## src/rtl/sbp_pkg.sv

```systemverilog
// Package for the switch buffer pacing and tag defaults register bank.
// Assumes a single switch clock at 100 MHz and word-indexed register numbers.
package sbp_pkg;
   localparam int          SBP_NUM_PORTS   = 3;
   localparam int          SBP_NUM_QUEUES  = 4;
   localparam int          SBP_PACE_W      = 13;
   localparam int          SBP_ADDR_W      = 16;
   // Register indices; byte address is four times the index
   localparam logic [15:0] SBP_IDX_PACE_00 = 16'h1c0d;
   localparam logic [15:0] SBP_IDX_PACE_02 = 16'h1c0e;
   localparam logic [15:0] SBP_IDX_PACE_10 = 16'h1c0f;
   localparam logic [15:0] SBP_IDX_PACE_12 = 16'h1c10;
   localparam logic [15:0] SBP_IDX_PACE_20 = 16'h1c11;
   localparam logic [15:0] SBP_IDX_PACE_22 = 16'h1c12;
   localparam logic [15:0] SBP_IDX_TAG_HOST = 16'h1c13;
   localparam logic [15:0] SBP_IDX_TAG_P1  = 16'h1c14;
   localparam logic [15:0] SBP_IDX_TAG_P2  = 16'h1c15;
   localparam logic [15:0] SBP_IDX_DROP_HOST = 16'h1c16;
   localparam logic [15:0] SBP_IDX_DROP_P1 = 16'h1c17;
   localparam logic [15:0] SBP_IDX_DROP_P2 = 16'h1c18;
   // Field positions
   localparam int          SBP_PACE_LO_LSB = 0;
   localparam int          SBP_PACE_HI_LSB = 13;
   localparam int          SBP_VID_LSB     = 0;
   localparam int          SBP_VID_W       = 12;
   localparam int          SBP_PRI_LSB     = 12;
   localparam int          SBP_PRI_W       = 3;
   // Reset values
   localparam logic [12:0] SBP_PACE_RST    = 13'h0000;
   localparam logic [11:0] SBP_VID_RST     = 12'h000;
   localparam logic [2:0]  SBP_PRI_RST     = 3'h0;
   localparam logic [31:0] SBP_DROP_RST    = 32'h0000_0000;
   localparam logic [31:0] SBP_DROP_MAX    = 32'hffff_ffff;
   // Pacing step time and its cycle count
   localparam int          SBP_CLK_NS      = 10;
   localparam int          SBP_PACE_STEP_NS = 20;
   localparam int          SBP_PACE_STEP_CYC = (SBP_PACE_STEP_NS + SBP_CLK_NS - 1) / SBP_CLK_NS;
   // AHB encodings
   localparam logic [1:0]  SBP_HTRANS_NONSEQ = 2'h2;
   localparam logic [1:0]  SBP_HTRANS_SEQ  = 2'h3;
endpackage

```

## src/rtl/sbp_bank.sv

```systemverilog
// Register bank: egress pacing values, default tags, rate-drop counters,
// with per-queue pacing timers. Assumes an AHB-Lite master on hclk and
// drop pulses and byte strobes from same-clock logic.
//
// The AHB-Lite register port was left to the implementer.
`timescale 1ns/100ps
module sbp_bank
   import sbp_pkg::*;
#(
   parameter int NUM_PORTS  = SBP_NUM_PORTS,
   parameter int NUM_QUEUES = SBP_NUM_QUEUES
) (
   input  wire logic                              hclk,
   input  wire logic                              hresetn,
   input  wire logic                              hsel,
   input  wire logic [31:0]                       haddr,
   input  wire logic [1:0]                        htrans,
   input  wire logic                              hwrite,
   input  wire logic [2:0]                        hsize,
   input  wire logic [31:0]                       hwdata,
   input  wire logic                              hready,
   output logic      [31:0]                       hrdata,
   output logic                                   hreadyout,
   output logic                                   hresp,
   input  wire logic [NUM_PORTS-1:0]              drop_red,
   input  wire logic [NUM_PORTS-1:0]              drop_yellow,
   input  wire logic [NUM_PORTS*NUM_QUEUES-1:0]   egress_byte,
   output logic      [NUM_PORTS*NUM_QUEUES-1:0]   egress_ready,
   output logic      [NUM_PORTS*SBP_PRI_W-1:0]    tag_priority,
   output logic      [NUM_PORTS*SBP_VID_W-1:0]    tag_vlan_id
);
   localparam int NQ = NUM_PORTS * NUM_QUEUES;
   localparam int TW = SBP_PACE_W + 2;

   typedef struct packed {
      logic [NQ-1:0][SBP_PACE_W-1:0] pace;
      logic [NQ-1:0][TW-1:0]         timer;
      logic [NUM_PORTS-1:0][2:0]     pri;
      logic [NUM_PORTS-1:0][11:0]    vid;
      logic [NUM_PORTS-1:0][31:0]    drop;
      logic                          wr_pend;
      logic [15:0]                   wr_idx;
      logic [31:0]                   rdata;
   } sbp_state_t;

   sbp_state_t st_reg;
   sbp_state_t st_next;

   // Word index of a byte address
   function automatic logic [15:0] sbp_index(input logic [31:0] a);
      return a[17:2];
   endfunction

   // Timer load for N: (N+1) steps of 20 ns in clock cycles
   function automatic logic [TW-1:0] sbp_pace_cycles(input logic [SBP_PACE_W-1:0] n);
      logic [TW-1:0] steps;
      steps = {2'b00, n} + TW'(1);
      return TW'(steps * TW'(SBP_PACE_STEP_CYC));
   endfunction

   logic        addr_ok;
   logic [15:0] a_idx;
   logic        rd_take;
   logic [31:0] rd_word;
   int          rq;
   int          rp;

   assign a_idx   = sbp_index(haddr);
   assign addr_ok = hsel && hready && (htrans == SBP_HTRANS_NONSEQ || htrans == SBP_HTRANS_SEQ);
   assign rd_take = addr_ok && !hwrite;

   // Read mux; reserved bits read as zero
   always_comb begin
      rd_word = 32'h0000_0000;
      rq = 0;
      rp = 0;
      if (a_idx >= SBP_IDX_PACE_00 && a_idx <= SBP_IDX_PACE_22) begin
         rq = 2 * int'(a_idx - SBP_IDX_PACE_00);
         rd_word[SBP_PACE_HI_LSB +: SBP_PACE_W] = st_reg.pace[rq+1];
         rd_word[SBP_PACE_LO_LSB +: SBP_PACE_W] = st_reg.pace[rq];
      end else if (a_idx >= SBP_IDX_TAG_HOST && a_idx <= SBP_IDX_TAG_P2) begin
         rp = int'(a_idx - SBP_IDX_TAG_HOST);
         rd_word[SBP_PRI_LSB +: SBP_PRI_W] = st_reg.pri[rp];
         rd_word[SBP_VID_LSB +: SBP_VID_W] = st_reg.vid[rp];
      end else if (a_idx >= SBP_IDX_DROP_HOST && a_idx <= SBP_IDX_DROP_P2) begin
         rp = int'(a_idx - SBP_IDX_DROP_HOST);
         rd_word = st_reg.drop[rp];
      end
   end

   always_comb begin
      int wq;
      int wp;
      logic clr;
      logic ev;
      wq = 0;
      wp = 0;
      clr = 1'b0;
      ev = 1'b0;
      st_next = st_reg;
      st_next.wr_pend = addr_ok && hwrite;
      if (addr_ok) begin
         st_next.wr_idx = a_idx;
      end
      if (rd_take) begin
         st_next.rdata = rd_word;
      end
      // Data phase of a write
      if (st_reg.wr_pend) begin
         if (st_reg.wr_idx >= SBP_IDX_PACE_00 && st_reg.wr_idx <= SBP_IDX_PACE_22) begin
            wq = 2 * int'(st_reg.wr_idx - SBP_IDX_PACE_00);
            st_next.pace[wq+1] = hwdata[SBP_PACE_HI_LSB +: SBP_PACE_W];
            st_next.pace[wq]   = hwdata[SBP_PACE_LO_LSB +: SBP_PACE_W];
         end else if (st_reg.wr_idx >= SBP_IDX_TAG_HOST && st_reg.wr_idx <= SBP_IDX_TAG_P2) begin
            wp = int'(st_reg.wr_idx - SBP_IDX_TAG_HOST);
            st_next.pri[wp] = hwdata[SBP_PRI_LSB +: SBP_PRI_W];
            st_next.vid[wp] = hwdata[SBP_VID_LSB +: SBP_VID_W];
         end
      end
      // Drop counters; a write to them is ignored
      for (int p = 0; p < NUM_PORTS; p++) begin
         ev  = drop_red[p] | drop_yellow[p];
         clr = rd_take && (a_idx == SBP_IDX_DROP_HOST + 16'(p));
         if (clr) begin
            st_next.drop[p] = ev ? 32'h0000_0001 : SBP_DROP_RST;
         end else if (ev && st_reg.drop[p] != SBP_DROP_MAX) begin
            st_next.drop[p] = st_reg.drop[p] + 32'h0000_0001;
         end
      end
      // Per-queue byte pacing: after each byte, hold off (N+1) x 20 ns
      for (int q = 0; q < NQ; q++) begin
         if (egress_byte[q] && st_reg.timer[q] == '0) begin
            st_next.timer[q] = sbp_pace_cycles(st_reg.pace[q]) - TW'(1);
         end else if (st_reg.timer[q] != '0) begin
            st_next.timer[q] = st_reg.timer[q] - TW'(1);
         end
      end
   end

   always_ff @(posedge hclk or negedge hresetn) begin
      if (!hresetn) begin
         st_reg.pace    <= {NQ{SBP_PACE_RST}};
         st_reg.timer   <= '0;
         st_reg.pri     <= {NUM_PORTS{SBP_PRI_RST}};
         st_reg.vid     <= {NUM_PORTS{SBP_VID_RST}};
         st_reg.drop    <= {NUM_PORTS{SBP_DROP_RST}};
         st_reg.wr_pend <= 1'b0;
         st_reg.wr_idx  <= 16'h0000;
         st_reg.rdata   <= 32'h0000_0000;
      end else begin
         st_reg <= st_next;
      end
   end

   // Byte strobe is accepted only while ready
   always_comb begin
      for (int q = 0; q < NQ; q++) begin
         egress_ready[q] = (st_reg.timer[q] == '0);
      end
   end

   always_comb begin
      for (int p = 0; p < NUM_PORTS; p++) begin
         tag_priority[p*SBP_PRI_W +: SBP_PRI_W] = st_reg.pri[p];
         tag_vlan_id[p*SBP_VID_W +: SBP_VID_W]  = st_reg.vid[p];
      end
   end

   assign hrdata    = st_reg.rdata;
   assign hreadyout = 1'b1;
   assign hresp     = 1'b0;
endmodule // sbp_bank

```

## config.mk

```make
export PLATFORM = sky130hd
export DESIGN_NAME = sbp_bank
export DESIGN_NICKNAME = d
export VERILOG_FILES = /design/src/rtl/sbp_pkg.sv /design/src/rtl/sbp_bank.sv
export SDC_FILE = /design/constraint.sdc
export NUM_CORES = 1
export LEC_CHECK = 0
export BUFFER_PORTS_ARGS = -buffer_cell sky130_fd_sc_hd__buf_2
export CORE_MARGIN = 2
export CORE_UTILIZATION = 32
export CTS_BUF_LIST = sky130_fd_sc_hd__clkbuf_4 sky130_fd_sc_hd__clkbuf_8
export DETAILED_ROUTE_END_ITERATION = 8
export SYNTH_ARGS = -nofsm -noshare
export SYNTH_HDL_FRONTEND = slang
export SYNTH_SLANG_ARGS = --single-unit
```

## constraint.sdc

```tcl
create_clock -name hclk -period 4.7 [get_ports hclk]
set_input_delay 0.94 -clock hclk [delete_from_list [all_inputs] [get_ports hclk]]
set_output_delay 0.94 -clock hclk [all_outputs]
set_load 0.03 [all_outputs]
```

---- After elaboration in Yosys (flattened, before gate mapping) ----
Cells that the tools add are included.
cells by class
  add/subtract/negate cells ............... 46
  $mul .................................... 0
  divide/modulo/power cells ............... 0
  magnitude comparators ................... 20
  eq/ne operators ......................... 8
  shift operators ......................... 0
  multiplexer cells ....................... 65
  bitwise gates (word level) .............. 4
  reductions and logical operators ........ 73
operators with widths
  kind                    number
  $mux 15                 25
  $sub 15x1->15 const B   24
  $bwmux 156              2
  $mux 32                 9
  $logic_not 15->1        12
  $reduce_bool 15->1      12
  $add 13x1->14 const B   12
  $add 32x1->32 const B   3
  $ne 32x32->1 const B    3
  $sub 16x13->17 const B  5
  $ge 16x13->1 const B    5
  $le 16x13->1 const B    5
  $mux 13                 6
  $bmux 32 s2             1
  $bmux 13 s4             1
  $demux 13 s4            1
  $lt 17x4->1 const B     3
  $eq 16x13->1 const B    3
  $bmux 13 s3             1
  $demux 13 s3            1
  $add 18x2->19 const B   2
  $lt 19x6->1 const B     2
  $bwmux 36               1
  $lt 18x6->1 const B     2
  other kinds (23)        75
word-level totals
  flip-flop bits (word level) ............. 526
  bits in latches ......................... 0
  bits in writable memories ............... 0
  bits in read-only memories .............. 0
  output and inout port bits .............. 91
  word-level logic and storage cells ...... 252
  memories kept ........................... 0

---- Depth between registers and ports, before layout ----
  depth in word-level cells ............... 8
  mapped depth ............................ 15
  depth with buffers taken out ............ 12

---- Worst setup path before layout ----
No wires, ideal clock.
  path type ............................... input to register
  start point ............................. input port haddr[2]
  end point ............................... register st_reg (netlist bit hrdata[1])
  setup time .............................. 0.134 ns
  data arrival time ....................... 4.041 ns
  required time ........................... 4.566 ns
  path slack .............................. 0.524 ns
  stages on the path ...................... 11
  path through ............................ clkbuf_1 > buf_2 > clkinv_1 > clkbuf_1 > ha_1 > clkbuf_1 > clkbuf_1 > buf_1 > mux4_2 > a221oi_1 > o31ai_1
on the way
  longest elaborated chain between the ends .. 7
RTL lines
  what                                        RTL line         RTL
  start: declaration                          sbp_bank.sv:16   input wire logic [31:0] haddr,
  $sub 16x13->17                              sbp_bank.sv:86   rp = int'(a_idx - SBP_IDX_DROP_HOST);
  $bmux 32 s2                                 sbp_bank.sv:87   rd_word = st_reg.drop[rp];
  $mux 32 (not written as such) (2 in a row)  sbp_bank.sv:87
  $mux 32                                     sbp_bank.sv:85   end else if (a_idx >= SBP_IDX_DROP_HOST && a_idx <= SBP_IDX_DROP_P2) begin
  $mux 15                                     sbp_bank.sv:81   end else if (a_idx >= SBP_IDX_TAG_HOST && a_idx <= SBP_IDX_TAG_P2) begin
  $mux 26 *                                   sbp_bank.sv:77   if (a_idx >= SBP_IDX_PACE_00 && a_idx <= SBP_IDX_PACE_22) begin
  end signal: assignment                      sbp_bank.sv:151  st_reg <= st_next;
  end: declaration                            sbp_bank.sv:46   sbp_state_t st_reg;
Mark *: on every way between the ends. The rest lies on a longest branch, timed or not. The select of a mux whose other input is x is not followed.
A chain may end at the register's enable or synchronous reset.

---- Worst setup path in the final report ----
  start point ............................. register st_reg[190] (netlist name)
  end point ............................... output port egress_ready[0]
on the way
  longest elaborated chain between the ends .. 1
RTL lines
  what              RTL line         RTL
  $logic_not 15->1  sbp_bank.sv:158  egress_ready[q] = (st_reg.timer[q] == '0);
  end: declaration  sbp_bank.sv:28   output logic [NUM_PORTS*NUM_QUEUES-1:0] egress_ready,
Every way passes these cells.

==> summary.txt <==
Clocking
  – CTS tree: yes
  – Clock Pin Slew Worst Setup and Hold Paths: ~0.060 ns
  – Worst skew pair latency: ~0.74 ns
  – Post-CTS Setup Inserts: 0
  – CTS buffer count: 95
  – Clock root buffer: clkbuf_8
  – # clock sinks: roughly 530
  – H-tree levels: 3
  – Clk buf depth: 3
  – CTS Hold Bufs: 0

Power and ir drop
  – Psw: between 3 and 4 mW
  – Clock power share: 0.387
  – Static Leak: between 15 and 20 nW
  – Seq pwr share: 0.459
  – Net Sw Frac: 0.306
  – Pwr Density: 333 nW/um2
  – Max IR drop VDD: 0.150 mV
  – P_int: 8.66 mW
  – Logic pwr share: 0.154

Finish
  – Most common cell after layout, fill and taps aside: dfrtp_1
  – Most frequent cells in the layout: 526 x dfrtp_1, 359 x nor2_1, 302 x nand2_1
  – Fillers: approximately 11000
  – Layout Area Growth over Synthesis: 10.7%
  – Final Core Density: 0.356
  – Number of flip-flops in the largest register: approximately 450
  – # nets final: ~3800
  – Fraction of layout cells with a size suffix above 1: 0.178

Route
  – DRT Pass-1 Iters: 7
  – Drt initial violations: between 2000 and 2500
  – DR DRC count: 0
  – Drt total wl: 95.1 mm
  – Via count: 27446
  – Wirelength per Cell: around 18 um
  – DR vias/cell: 5.33
  – Post-route ant nets: 0

Floorplan
  – I/O pin cnt: ~180
  – Die area: around 110000 um2
  – Die height: 329 um
  – Core area: 105000 um2
  – Starting Density: 0.322
  – Row Count: between 100 and 150
  – Die X: between 300 and 400 um

Timing
  – Final hold vios: 0
  – Final min period: 4.49 ns
  – Final-report setup violation count: 0
  – Relative slew slack: 0.242
  – Clock Skew: between 0.03 and 0.04 ns
  – Max Freq: 223 MHz
  – Slew @ Worst Pin: between 1 and 1.5 ns
  – Final setup TNS: 0 ns
  – RSZ-0062 raised after global routing: false
  – Pins Over Slew Limit: 0
  – Fin crit share: 0.956

Yosys
  – Leading area contributor after synthesis: dfrtp_1
  – Synth warn: 0
  – Synth top area cells: dfrtp_1 39%, mux2_2 7.5%, xnor2_1 5.1%, xor2_1 4.3%, nor2_1 4.0%
  – Top cell type's share of synthesized area: 0.389
  – Flops & latches, synth: approximately 530
  – Async SR Flop Fraction: 1.00
  – EDFF count, synth: 0
  – Synth unique cells: between 90 and 100
  – Post-synth top flop: dfrtp_1
  – Synthesized Nets: 3821
  – Syn Inst Count: about 3700
  – Post-Syn Area: 33800 um2
  – Syn_area_per_cell: slightly above 9 um2
  – Register area share after synthesis: 0.389

Global routing
  – Total gr overflow: 0
  – First-pass GRT wire length: approximately 150 mm
  – Tot GR Track Use: 0.174
  – Largest net degree at the start of global routing: 112
  – Initial antenna violation count: 11
  – Vias in the first global route: 26122

Setup path
  – Worst Setup Path Type: reg -> out
  – CP Data Required Time: approximately 3.8 ns
  – CP startpoint kind: flop
  – WP data arrival: approximately 3.6 ns
  – Crit end category: primary output
  – Reg-to-reg endpoint: st_reg[417]
  – CP max FO: 17
  – Worst reg2reg startpoint: st_reg[39]
  – R2r setup slk: 0.83 ns
  – R2R depth: 9

Run
  – # Max-Cap Violations: 0

Place
  – I/O Buffers: about 150
  – Final HPWL DP: 69.8 mm
  – Routability Congestion: 0.864

Worst hold path
  – Worst min path class: in -> async

Run status
  – Outcome: completed
what timing repair did:
| item | CTS | global route |
|---|---|---|
| gates resized for setup | 1 | 3 |
| gates cloned | 0 | 0 |
| endpoints found under the setup margin | 1 | 2 |
per-stage QoR:
stage / cell area (um2) / setup WS [ns] / instances / hold slack, ns / power [mW]
finish: 37400 / 0.206 / 5151 / 0.234 / 12.5
CTS: 37400 / 0.0857 / 5145 / 0.186 / 12.6
detailed placement: 35300 / 0.809 / 4972 / 0.463 / 7.70
global placement: 35300 / 0.826 / 4972 / 0.458 / 7.64
floorplan: 33800 / 0.524 / 3691 / 0.437 / 7.05
global route: 37400 / 0.0425 / 5148 / 0.251 / 13.1
power by group through the flow:
stage,logic [mW],registers [mW],clock network [mW]
2_1_floorplan,1.47,5.58,0
5_1_grt,2.16,5.81,5.17
3_3_place_gp,1.88,5.76,0
6_report,1.92,5.72,4.83
4_1_cts,1.93,5.71,4.97
3_5_place_dp,1.92,5.77,0
logic make-up after synthesis:
group	count (synthesis)	share of synthesized area
multiplexers	352	0.122
flip-flops	526	0.389
AND/OR/NAND/NOR	1383	0.205
adder cells (fa/ha/maj)	38	0.0141
AO/OA/AOI/OAI	656	0.124
other	2	0.000222
XOR/XNOR	365	0.0945
buffers and inverters	369	0.0510
per-layer routing:
metal  vias up  global-route usage  share of wire
met5         -                   0        0.00048
met4         8              0.0777          0.041
met3       169              0.0284          0.055
met2       662               0.260           0.43
met1     13383               0.246           0.47
li1      13224                   -              -
synthesized netlist by cell type (9+ instances only):
cell        n
nor3b_1    20
nand4_1    73
or3_1      48
and3_1     69
ha_1       38
a311oi_1   18
a221oi_1   15
o21a_1     14
mux2i_1   102
and4_1     24
buf_2      16
nand3b_1   10
clkbuf_1  183
xor2_1    167
mux4_2     26
inv_1      64
a211oi_1   31
mux2_2    224
buf_4      79
a31oi_1    21
nor3_1    116
a21oi_1   179
o31ai_1    25
nor4_1     53
and2_1     24
o211a_1    11
o21ai_0   176
xnor2_1   198
o22ai_1    31
a21boi_0    9
nor2_1    360
a22oi_1    17
nor2b_1    18
nand3_1   155
or4_1      16
buf_1      19
dfrtp_1   526
nand2b_1   30
or2_2      12
nand2_1   302
area by class of cell:
cell class | instances | area (um2) | share of cell area
antenna | 6 | 15.0 | 0.000401
clock buffer | 145 | 1800 | 0.0479
clock inverter | 28 | 312 | 0.00832
inverter | 68 | 260 | 0.00695
multi-input combinational | 2796 | 19000 | 0.508
sequential | 526 | 13200 | 0.352
tap | 1391 | 1740 | 0.0465
timing repair buffer | 191 | 1150 | 0.0307
worst max path at each step:
stage	startpoint	to	slack, ns	depth (start not counted)
after floorplan	haddr[2]	hrdata[1]	0.52	11
after global placement	st_reg[310]	egress_ready[8]	0.83	8
after detailed placement	st_reg[310]	egress_ready[8]	0.81	8
after CTS	st_reg[325]	egress_ready[9]	0.09	7
after global routing	st_reg[190]	egress_ready[0]	0.04	7
final	st_reg[190]	egress_ready[0]	0.21	7
critical path, stage by stage (launching register included):
cell and delay, ns:
dfrtp_1 0.41, inv_1 0.07, ha_1 0.22, or4b_2 0.66, or4b_1 0.52, or2_2 0.37, clkinv_1 0.30, buf_2 0.29
No activity file was read; power rests on OpenSTA's default activity.
